**src/rtl/gain_ctrl_consts.vh**
```
`ifndef GAIN_CTRL_CONSTS_VH
`define GAIN_CTRL_CONSTS_VH

// Interface select codes {iface_sel_hi, iface_sel_lo}
`define IFACE_PARALLEL     2'b00
`define IFACE_SERIAL       2'b01

// Serial control word layout
`define WORD_BITS          16
`define WORD_RW_BIT        8
`define WORD_QSTEP_HI_BIT  7
`define WORD_QSTEP_LO_BIT  6
`define WORD_GAIN_MSB      5
`define WORD_RESET_VAL     16'h0000

// Gain code range
`define GAIN_CODE_MAX_ATTN 6'h3F
`define GAIN_CODE_FLOOR    6'h23
`define GAIN_RESET_VAL     6'h3F
`define AMP_STEPS          6'h0C
`define AMP_RED_MAX        4'hC
`define WORD_CNT_FULL      5'h10
`define WORD_CNT_OVER      5'h11
// Synchroniser reset: both active-low selects idle high
`define SYNC_RESET_VAL     15'h0300
`define ATTN_MAX_DB        5'h17

`endif

```
**src/rtl/gain_channel.v**
```verilog
`timescale 1ns/1ps
// One channel: applies quick attenuation, clamps, splits amplifier/attenuator.
`include "gain_ctrl_consts.vh"
module gain_channel (
   input  wire       clk_i,
   input  wire       rst_i,
   input  wire [5:0] code_i,
   input  wire       quick_en_i,
   input  wire [1:0] quick_step_i,
   input  wire       power_on_i,
   output reg  [5:0] eff_code_o,
   output reg  [3:0] amp_red_o,
   output reg  [4:0] attn_db_o,
   output reg        enable_o
);
   reg [6:0] sum;
   reg [5:0] eff;
   always @* begin
      sum = {1'b0, code_i};
      if (quick_en_i)
         sum = {1'b0, code_i} + (7'h02 << quick_step_i);
      eff = (sum > {1'b0, `GAIN_CODE_FLOOR}) ? `GAIN_CODE_FLOOR : sum[5:0];
   end
   always @(posedge clk_i or posedge rst_i) begin
      if (rst_i) begin
         eff_code_o <= `GAIN_RESET_VAL;
         amp_red_o  <= 4'h0;
         attn_db_o  <= 5'h00;
         enable_o   <= 1'b0;
      end else begin
         eff_code_o <= eff;
         enable_o   <= power_on_i;
         if (eff <= `AMP_STEPS) begin
            amp_red_o <= eff[3:0];
            attn_db_o <= 5'h00;
         end else begin
            amp_red_o <= `AMP_RED_MAX;
            // Modulo-32 wrap keeps codes 32 to 35 exact
            attn_db_o <= eff[4:0] - 5'h0C;
         end
      end
   end
endmodule

```
**src/rtl/dual_gain_control_interface.v**
```verilog
`timescale 1ns/1ps
`include "gain_ctrl_consts.vh"
module dual_gain_control_interface (
   input  wire       clk_i,
   input  wire       rst_i,
   input  wire       iface_sel_hi_i,
   input  wire       iface_sel_lo_i,
   input  wire       perf_select_i,
   input  wire       power_on_ch1_i,
   input  wire       power_on_ch2_i,
   input  wire [5:0] par_gain_ch1_i,
   input  wire [5:0] par_gain_ch2_i,
   input  wire       hold_ch1_i,
   input  wire       hold_ch2_i,
   input  wire       select_n_ch1_i,
   input  wire       select_n_ch2_i,
   input  wire       sclk_i,
   input  wire       sdio_i,
   output reg        sdio_o,
   output reg        sdio_oe_o,
   input  wire       quick_atten_pin_ch1_i,
   input  wire       quick_atten_pin_ch2_i,
   input  wire       step_pulse_ch1_i,
   input  wire       step_pulse_ch2_i,
   input  wire       step_direction_ch1_i,
   input  wire       step_direction_ch2_i,
   input  wire       step_size_hi_i,
   input  wire       step_size_lo_i,
   output wire [5:0] gain_code_ch1_o,
   output wire [5:0] gain_code_ch2_o,
   output wire [3:0] amp_red_ch1_o,
   output wire [3:0] amp_red_ch2_o,
   output wire [4:0] attn_db_ch1_o,
   output wire [4:0] attn_db_ch2_o,
   output wire       enable_ch1_o,
   output wire       enable_ch2_o,
   output reg        high_perf_o
);
   localparam NS = 15;
   // Two-stage synchronisers for every pin
   wire [NS-1:0] raw = {iface_sel_hi_i, iface_sel_lo_i, perf_select_i, hold_ch1_i, hold_ch2_i,
                        select_n_ch1_i, select_n_ch2_i, sclk_i, sdio_i,
                        step_pulse_ch1_i, step_pulse_ch2_i,
                        step_direction_ch1_i, step_direction_ch2_i,
                        step_size_hi_i, step_size_lo_i};
   reg  [NS-1:0] s1_r;
   reg  [NS-1:0] s2_r;
   reg  [11:0]   pg1_r;
   reg  [11:0]   pg2_r;
   reg  [1:0]    qa1_r;
   reg  [1:0]    qa2_r;
   reg  [1:0]    pw1_r;
   reg  [1:0]    pw2_r;
   always @(posedge clk_i or posedge rst_i) begin
      if (rst_i) begin
         // Selects reset to their idle level, so no false frame edge follows reset
         s1_r  <= `SYNC_RESET_VAL;
         s2_r  <= `SYNC_RESET_VAL;
         pg1_r <= 12'h000;
         pg2_r <= 12'h000;
         qa1_r <= 2'h0;
         qa2_r <= 2'h0;
         pw1_r <= 2'h0;
         pw2_r <= 2'h0;
      end else begin
         s1_r  <= raw;
         s2_r  <= s1_r;
         pg1_r <= {pg1_r[5:0], par_gain_ch1_i};
         pg2_r <= {pg2_r[5:0], par_gain_ch2_i};
         qa1_r <= {qa1_r[0], quick_atten_pin_ch1_i};
         qa2_r <= {qa2_r[0], quick_atten_pin_ch2_i};
         pw1_r <= {pw1_r[0], power_on_ch1_i};
         pw2_r <= {pw2_r[0], power_on_ch2_i};
      end
   end
   wire [1:0] mode  = s2_r[14:13];
   wire       hold1 = s2_r[11];
   wire       hold2 = s2_r[10];
   wire       sel1  = ~s2_r[9];
   wire       sel2  = ~s2_r[8];
   wire       sck   = s2_r[7];
   wire       sdi   = s2_r[6];
   wire [1:0] pulse = s2_r[5:4];
   wire [1:0] dir   = s2_r[3:2];
   wire [1:0] gstep = s2_r[1:0];
   wire       is_par = (mode == `IFACE_PARALLEL);
   wire       is_ser = (mode == `IFACE_SERIAL);
   wire       is_ud  = mode[1];

   // Serial shifter and edge tracking
   reg        sck_d_r;
   reg        any_sel_d_r;
   reg [15:0] shift_r;
   reg [4:0]  cnt_r;
   reg [15:0] word1_r;
   reg [15:0] word2_r;
   reg        rd_arm1_r;
   reg        rd_arm2_r;
   reg        rd_act_r;
   reg [15:0] rd_sh_r;
   reg [5:0]  code1_r;
   reg [5:0]  code2_r;
   reg [1:0]  pulse_d_r;
   reg [1:0]  dir_rise_r;
   reg        sel1_d_r;
   reg        sel2_d_r;
   wire       any_sel  = sel1 | sel2;
   wire       sck_rise = sck & ~sck_d_r;
   wire       sck_fall = ~sck & sck_d_r;
   wire       frame_start = any_sel & ~any_sel_d_r;
   wire       frame_end   = ~any_sel & any_sel_d_r;
   // Only a single-channel select may start a readback frame
   wire       rd_start = frame_start & (sel1 ^ sel2) &
                         ((sel1 & rd_arm1_r) | (sel2 & rd_arm2_r));
   wire [3:0] ustep = 4'h1 << gstep;

   function [5:0] step_code;
      input [5:0] code;
      input       down;
      input [3:0] st;
      reg   [6:0] t;
      begin
         t = down ? ({1'b0, code} + {3'h0, st}) : ({1'b0, code} - {3'h0, st});
         if (down && t > {1'b0, `GAIN_CODE_MAX_ATTN})
            step_code = `GAIN_CODE_MAX_ATTN;
         else if (!down && ({3'h0, st} > {1'b0, code}))
            step_code = 6'h00;
         else
            step_code = t[5:0];
      end
   endfunction

   integer i;
   always @(posedge clk_i or posedge rst_i) begin
      if (rst_i) begin
         sck_d_r     <= 1'b0;
         any_sel_d_r <= 1'b0;
         shift_r     <= `WORD_RESET_VAL;
         cnt_r       <= 5'h00;
         word1_r     <= `WORD_RESET_VAL;
         word2_r     <= `WORD_RESET_VAL;
         rd_arm1_r   <= 1'b0;
         rd_arm2_r   <= 1'b0;
         rd_act_r    <= 1'b0;
         rd_sh_r     <= `WORD_RESET_VAL;
         sdio_o      <= 1'b0;
         sdio_oe_o   <= 1'b0;
         code1_r     <= `GAIN_RESET_VAL;
         code2_r     <= `GAIN_RESET_VAL;
         pulse_d_r   <= 2'h0;
         dir_rise_r  <= 2'h0;
         high_perf_o <= 1'b0;
      end else begin
         sck_d_r     <= sck;
         any_sel_d_r <= any_sel;
         pulse_d_r   <= pulse;
         high_perf_o <= s2_r[12];
         if (is_ser) begin
            if (frame_start) begin
               cnt_r    <= 5'h00;
               rd_act_r <= rd_start;
               rd_sh_r  <= sel1 ? word1_r : word2_r;
               if (rd_start) begin
                  rd_arm1_r <= 1'b0;
                  rd_arm2_r <= 1'b0;
               end
            end else if (any_sel && sck_rise) begin
               if (rd_act_r) begin
                  sdio_oe_o <= 1'b1;
                  sdio_o    <= rd_sh_r[15];
                  rd_sh_r   <= {rd_sh_r[14:0], 1'b0};
               end else begin
                  shift_r <= {shift_r[14:0], sdi};
                  // Saturate past 16 so an over-long frame is still refused
                  if (cnt_r != `WORD_CNT_OVER)
                     cnt_r <= cnt_r + 5'h01;
               end
            end
            if (frame_end) begin
               sdio_oe_o <= 1'b0;
               rd_act_r  <= 1'b0;
               // Short or long frames are discarded
               if (!rd_act_r && cnt_r == `WORD_CNT_FULL) begin
                  if (sel1_d_r) begin
                     word1_r   <= shift_r;
                     rd_arm1_r <= shift_r[`WORD_RW_BIT];
                  end
                  if (sel2_d_r) begin
                     word2_r   <= shift_r;
                     rd_arm2_r <= shift_r[`WORD_RW_BIT];
                  end
               end
            end
            code1_r <= word1_r[`WORD_GAIN_MSB:0];
            code2_r <= word2_r[`WORD_GAIN_MSB:0];
         end else begin
            sdio_oe_o <= 1'b0;
            rd_act_r  <= 1'b0;
         end
         if (is_par) begin
            if (!hold1)
               code1_r <= pg1_r[11:6];
            if (!hold2)
               code2_r <= pg2_r[11:6];
         end
         if (is_ud) begin
            for (i = 0; i < 2; i = i + 1) begin
               if (pulse[i] & ~pulse_d_r[i])
                  dir_rise_r[i] <= dir[i];
            end
            if (~pulse[1] & pulse_d_r[1]) begin
               if (dir[1] != dir_rise_r[1])
                  code1_r <= `GAIN_RESET_VAL;
               else
                  code1_r <= step_code(code1_r, dir[1], ustep);
            end
            if (~pulse[0] & pulse_d_r[0]) begin
               if (dir[0] != dir_rise_r[0])
                  code2_r <= `GAIN_RESET_VAL;
               else
                  code2_r <= step_code(code2_r, dir[0], ustep);
            end
         end
      end
   end

   always @(posedge clk_i or posedge rst_i) begin
      if (rst_i) begin
         sel1_d_r <= 1'b0;
         sel2_d_r <= 1'b0;
      end else begin
         sel1_d_r <= sel1;
         sel2_d_r <= sel2;
      end
   end

   // Quick attenuation only acts in serial mode
   wire qa1 = is_ser & qa1_r[1];
   wire qa2 = is_ser & qa2_r[1];

   gain_channel u_ch1 (
      .clk_i        (clk_i),
      .rst_i        (rst_i),
      .code_i       (code1_r),
      .quick_en_i   (qa1),
      .quick_step_i (word1_r[`WORD_QSTEP_HI_BIT:`WORD_QSTEP_LO_BIT]),
      .power_on_i   (pw1_r[1]),
      .eff_code_o   (gain_code_ch1_o),
      .amp_red_o    (amp_red_ch1_o),
      .attn_db_o    (attn_db_ch1_o),
      .enable_o     (enable_ch1_o)
   );
   gain_channel u_ch2 (
      .clk_i        (clk_i),
      .rst_i        (rst_i),
      .code_i       (code2_r),
      .quick_en_i   (qa2),
      .quick_step_i (word2_r[`WORD_QSTEP_HI_BIT:`WORD_QSTEP_LO_BIT]),
      .power_on_i   (pw2_r[1]),
      .eff_code_o   (gain_code_ch2_o),
      .amp_red_o    (amp_red_ch2_o),
      .attn_db_o    (attn_db_ch2_o),
      .enable_o     (enable_ch2_o)
   );
endmodule

```
**config.mk**
```make
export PLATFORM = sky130hd
export DESIGN_NAME = dual_gain_control_interface
export DESIGN_NICKNAME = d
export VERILOG_FILES = /design/src/rtl/gain_channel.v /design/src/rtl/dual_gain_control_interface.v
export VERILOG_INCLUDE_DIRS = /design/src /design/src/rtl
export SDC_FILE = /design/constraint.sdc
export NUM_CORES = 1
export LEC_CHECK = 0
export BUFFER_PORTS_ARGS = -buffer_cell sky130_fd_sc_hd__buf_2
export CAP_MARGIN = 20
export CORE_MARGIN = 2
export CORE_UTILIZATION = 50
export DETAILED_ROUTE_END_ITERATION = 8
export HOLD_SLACK_MARGIN = 0.02
export PLACE_DENSITY = 0.79
export SYNTH_ARGS = -nofsm -noshare
export SYNTH_HDL_FRONTEND = slang
export SYNTH_SLANG_ARGS = --single-unit
```
**constraint.sdc**
```tcl
create_clock -name clk_i -period 5.49 [get_ports clk_i]
set_input_delay 0.2745 -clock clk_i [delete_from_list [all_inputs] [get_ports clk_i]]
set_output_delay 0.2745 -clock clk_i [all_outputs]
set_load 0.03 [all_outputs]
```
# After elaboration in Yosys (flattened, before gate mapping)
# Cells that the tools add are included.
[word_totals]
reg_bits = 189
inputBits = 33
output_inout_bits = 35
word_cells = 167
[op_classes]
n_addsub = 9
n_lt_le_gt_ge = 8
n_eq_ne = 10
shift = 3
n_mux = 52
bitwise_logic = 27
reduce_logical = 22
[ops]
columns = ["cell", "n"]
rows = [
  ["6-bit 2-to-1 mux", 18],
  ["16-bit 2-to-1 mux", 4],
  ["5-bit 2-to-1 mux", 6],
  ["7-bit by 6-bit greater-than comparator with 1-bit output, second input constant", 4],
  ["7-bit 2-to-1 mux", 4],
  ["4-bit AND reduction", 5],
  ["1-bit 2-to-1 mux", 18],
  ["6-bit by 4-bit adder with 7-bit output", 2],
  ["6-bit by 7-bit adder with 7-bit output", 2],
  ["2-bit by 2-bit left shift with 7-bit output, first input constant", 2],
  ["6-bit by 4-bit subtractor with 7-bit output", 2],
  ["1-bit AND", 13],
  ["4-bit by 6-bit greater-than comparator with 1-bit output", 2],
  ["6-bit by 4-bit less-or-equal comparator with 1-bit output, second input constant", 2],
  ["1-bit NOT", 11],
  ["5-bit by 4-bit subtractor with 5-bit output, second input constant", 2],
  ["3-bit by 1-bit != test with 1-bit output, second input constant", 3],
  ["4-bit 2-to-1 mux", 2],
  ["1-bit logical AND", 6],
  ["3-bit AND reduction", 2],
  ["2-bit nonzero test", 3],
  ["5-bit by 1-bit adder with 5-bit output, second input constant", 1],
  ["5-bit == test, second input constant", 1],
  ["5-bit != test, second input constant", 1],
  ["10 further kinds", 15],
]

# Logic depth before layout (Yosys ltp)
[logic_depth]
ltp_word = 10
ltp_mapped = 14
depth_no_buf = 14

# By module
# Synthesis repeated with hierarchy kept, for this count alone.
[hier_totals]
cells_unflattened = 754
hier_area_um2 = 8635.8
[modules_own_cells]
columns = ["module", "instances", "cells_each", "area_each_um2", "seq_area_each_um2"]
rows = [
  ["dual_gain_control_interface", 1, 588, 6796.5, 3948.8],
  ["gain_channel", 2, 83, 919.6, 407.9],
]

# Worst setup path after synthesis
# Ideal clock, no wire load.
[synth_timing]
path_type = "register -> register"
start = "reg code2_r[1]"
end = "reg u_ch2.attn_db_o[0]"
setup_time_ps = 119
arrival_time_ps = 2819
t_required_ps = 5371
slack_ps = 2552
stages_incl_launch_ff = 14
path_buffers = 0
period_less_slack_ps = 2938
path_cell_list = "dfstp_2 > ha_1 > inv_1 > fa_1 > nor2b_1 > o21ai_1 > a21oi_1 > o32ai_4 > inv_2 > nor2_1 > ha_1 > a21boi_0 > or3_1 > and2_1"
[synth_via]
elab_chain_len = 6
elab_cells_between_ends = 7
classes_between = "2 x add/sub; 2 x order compare; 3 x mux"
[synth_lines]
columns = ["element", "line_no", "text"]
rows = [
  ["start: declaration", "dual_gain_control_interface.v:102", "reg [5:0] code2_r;"],
  ["start signal: assignment", "dual_gain_control_interface.v:149", "code2_r <= `GAIN_RESET_VAL;"],
  ["start signal: assignment", "dual_gain_control_interface.v:195", "code2_r <= word2_r[`WORD_GAIN_MSB:0];"],
  ["start signal: assignment", "dual_gain_control_interface.v:204", "code2_r <= pg2_r[11:6];"],
  ["6-bit by 7-bit adder with 7-bit output", "gain_channel.v:21", "sum = {1'b0, code_i} + (7'h02 << quick_step_i);"],
  ["7-bit 2-to-1 mux (*)", "gain_channel.v:20", "if (quick_en_i)"],
  ["7-bit by 6-bit greater-than comparator with 1-bit output", "gain_channel.v:22", "eff = (sum > {1'b0, `GAIN_CODE_FLOOR}) ? `GAIN_CODE_FLOOR : sum[5:0];"],
  ["6-bit 2-to-1 mux (*)", "gain_channel.v:22", ""],
  ["named net u_ch2.eff[5]", "gain_channel.v:17", "reg [5:0] eff;"],
  ["6-bit by 4-bit less-or-equal comparator with 1-bit output (no line) (*)", "--", ""],
  ["5-bit 2-to-1 mux (*)", "gain_channel.v:33", "if (eff <= `AMP_STEPS) begin"],
  ["end signal: assignment", "gain_channel.v:39", "attn_db_o <= eff[4:0] - 5'h0C;"],
  ["end: declaration", "gain_channel.v:13", "output reg [4:0] attn_db_o,"],
]
# The timed path passes the listed nets; every way through them passes the cells marked *.
# A chain may end at the register's enable or synchronous reset.

# Worst setup path after layout
[layout_timing]
start = "reg code2_r[1]"
end = "reg u_ch2.attn_db_o[1]"
# The elaborated chain is that of the path after synthesis.

==> results.md <==
* Met3 routed WL at 631 um
* Top routing layer in use: met4
* Clock root buffer: clkbuf_16
* Synth Warn # at 0
* Clock skew at about 14 ps
* Sink Count at 189
* Die footprint at ~0.018 mm^2
* Routed length per instance at ~15 um
* Final net count at between 800 and 900
* Final GP Congestion at around 0.9
* Cell Chain, Critical Path: ha_1 -> inv_1 -> fa_1 -> nor2b_1 -> o21ai_1 -> a21oi_1 -> o32ai_4 -> inv_2 -> nor2_1 -> ha_1 -> a21boi_0 -> or3_1 -> and2_1
* Fillcell total at ~1300
* Area growth syn-to-layout at 17.3%
* Final slew viol count at 0
* Initial antenna violation count at 0
* Met1 wire length at 7.28 mm
* Overall Power at approximately 3500 uW
* Critical Path Start Type: register
* Postcts setup bufs at 0
* Leak at between 0.004 and 0.005 uW
* Avg Cell Area, Syn at approximately 12 um^2
* Hold WS at -7.41 ps
* Kind of end point of the critical path: register
* WP buf/inv at 2
* Finished Cell Area at approximately 0.01 mm^2
* Vias at approximately 5500
* Total track usage at about a fifth
* Outcome: finished, violations left
* Ys flop type: dfrtp_1
* Critical Path RT at roughly 5800 ps
* #FFs+latches synth at around 190
* Max VDD drop at around 0.00026 V
* Violated checks: hold timing
* Setup TNS at 0 ps
* Total grt overflow at 0
* Worst Max-Slew Pin Slew at about 850 ps
* DP Area at a little under 0.009 mm^2
* Critical path's slowest cell: dfstp_2
* Sequential power share at between 40% and 50%
* Cells after DPL at 972
* I/O Pins at slightly below 70
* F_max at around 300 MHz
* CTS tree: yes
* Ys async rst share at 100%
* Fraction of power spent switching nets at a little under a third
* Crit path kind: register to register
* Synthesized netlist cell count at ~710
* First-pass GRT wire length at about 27 mm
* Sw power at between 1000 and 1500 uW
* Final min period at between 3000 and 4000 ps
* Int Pwr at approximately 2400 uW
* Netlist cell types at 68
* Crit path arrival time at 3580 ps
* Number of flops mapped to enable cells by yosys at 0
* Routed Antenna Nets at 0
* Core Area at 0.0164 mm^2
* Antenna cells at 0
* Post-DP HPWL at ~11 mm
* Worst relative slew slack at 43.0%
* Hold Violations, Final at 4
* Pin count of the biggest net entering global routing at about 130
* Min-Delay Path Class: input port to asynchronous set/reset pin
* Commonest non-fill, non-tap cell in the layout: dfrtp_1
* Initial core utilization at 50.6%
* Commonest cells after routing, fill and taps aside: 161 x dfrtp_1, 67 x buf_2, 60 x nand2_1
* Met2 WL at about 7.5 mm
* Share of cells above drive strength 1 at a little under a quarter
* Final Cycle Share at 59.5%
* Vias in the first global route at between 5000 and 6000
* Cell family with most CP delay: adder cells
* Maximum fanout along the worst path at 9
* Crit path largest cell delay at a little under 600 ps
* Routed WL at 15.8 mm
* Logic pwr share at between 15 and 20%
* Die Y-Extent at ~130 um
* First drt pass iteration count at 4
* Initial DRC count at roughly 410
* Max_cap viols at 0
* Post-route DRC at 0
* Post-Syn Nets at between 700 and 800
* Vias per cell at 5.35
* Worst-path clk slew at 70 ps
* Sequential element share of the synthesized area at approximately 57%
* Clock buffer depth at 2
* Rows at 47
* RSZ-0062 raised after global routing: no
* Synth Cell Area at 0.00830 mm^2
* Clock power frac at approximately 35%
* Clock latency on the worst-skew pair at approximately 440 ps
* Pwr Density at approximately 360 mW/mm^2
* CTS Buf Count at 17
* I/O Buffers at 67
* # setup viols final at 0
* CP most frequent cell: ha_1
* Die Wd at ~130 um
* H-tree levels at 4
* Finished Layout Cells at approximately 1000
## state kept, by name, indices dropped and copies added (netlist names), 12 cells and up
register and flops:
word1_r 16, pg1_r 12, rd_sh_r 16, s2_r 15
word2_r 16, s1_r 15, shift_r 16, pg2_r 12
## stage by stage
stage	utilization, %	setup slack, ps
3_3_place_gp	53.8	2410
6_report	59.3	2230
2_1_floorplan	-	120
4_1_cts	59.3	2220
5_1_grt	59.3	1930
3_5_place_dp	53.8	2230
## layer usage
metal / up-vias / track usage (%)
met5: - / 0
met4: 0 / 7.77
met3: 29 / 3.83
met2: 135 / 30.4
met1: 2713 / 26.1
li1: 2662 / -
## power groups by stage
stage | Combinational, uW | Clock (uW) | Sequential [uW]
6_report | 613 | 1220 | 1620
5_1_grt | 681 | 1320 | 1630
4_1_cts | 615 | 1260 | 1620
3_5_place_dp | 594 | 0 | 1640
3_3_place_gp | 582 | 0 | 1640
2_1_floorplan | 347 | 0 | 1730
## cells in the mapped netlist (2+ instances only)
| cell | n | area [um^2] |
|---|---|---|
| nand3b_1 | 9 | 67.6 |
| nand2_2 | 2 | 12.5 |
| inv_1 | 34 | 128 |
| xor2_1 | 6 | 52.6 |
| dfstp_2 | 28 | 736 |
| o21ai_1 | 4 | 20.0 |
| dfrtp_1 | 161 | 4030 |
| fa_1 | 6 | 120 |
| a21oi_1 | 46 | 230 |
| and3_1 | 2 | 12.5 |
| xnor2_1 | 7 | 61.3 |
| or2_2 | 2 | 12.5 |
| nand2b_1 | 6 | 37.5 |
| buf_1 | 5 | 18.8 |
| a31oi_1 | 3 | 18.8 |
| nor2b_1 | 12 | 75.1 |
| a211oi_1 | 5 | 37.5 |
| mux2i_1 | 23 | 230 |
| a22oi_1 | 8 | 60.1 |
| o21a_1 | 2 | 15.0 |
| o211ai_1 | 12 | 90.1 |
| nand3_1 | 12 | 60.1 |
| and2_1 | 8 | 50.1 |
| nand2_1 | 60 | 225 |
| mux2_2 | 48 | 541 |
| buf_2 | 5 | 25.0 |
| nor4_1 | 2 | 12.5 |
| o21ai_0 | 50 | 250 |
| a311oi_1 | 2 | 17.5 |
| o21bai_1 | 2 | 15.0 |
| a21o_1 | 3 | 22.5 |
| a2111oi_0 | 2 | 17.5 |
| ha_1 | 30 | 375 |
| nor3_1 | 9 | 45.0 |
| or3_1 | 7 | 43.8 |
| nand4_1 | 3 | 18.8 |
| clkbuf_1 | 11 | 41.3 |
| nor2_1 | 40 | 150 |
## cell type report
type | count | area, um^2 | area share (%)
clock buffers | 17 | 425 | 4.37
flip-flops and latches | 189 | 4760 | 49.0
repair buffers | 99 | 653 | 6.71
inverters | 35 | 139 | 1.43
clock inverters | 15 | 175 | 1.80
multi-input cells | 460 | 3300 | 33.9
well taps | 220 | 275 | 2.83
## logic make-up after synthesis
kind of cell	count (synthesis)	share of synthesized area (%)
flip-flops	189	57.4
AND/OR/NAND/NOR	186	11.4
AO/OA/AOI/OAI	154	11.7
multiplexers	71	9.29
buffers and inverters	58	2.83
adder cells (fa/ha/maj)	36	5.97
XOR/XNOR	13	1.37
## worst register-to-register path, delay by kind of cell (launching register included)
family	cells	cell delay (ps)
AOI/OAI and AO/OA	4	740
DFF	1	580
and+or+nand+nor	4	760
adders and majority gates	3	850
buffers and inverters	2	220
## timing repair
action,CTS,global route
hold endpoints to repair,31,0
resized for setup,0,0
hold buffers,31,0
## worst paths after layout
check / from / end / slack, ps / cells after the start
hold reg to reg: pg1_r[4] / pg1_r[10] / 350 / 0
hold / removal: rst_i / pw1_r[0] / -7 / 2
min in group clk_i: pg1_r[4] / pg1_r[10] / 350 / 0
setup / recovery: code2_r[1] / u_ch2.attn_db_o[1] / 2230 / 13
setup reg to reg: code2_r[1] / u_ch2.attn_db_o[1] / 2230 / 13
max in group asynchronous: rst_i / u_ch2.attn_db_o[1] / 4190 / 3
(Power assumes the default switching activity.)
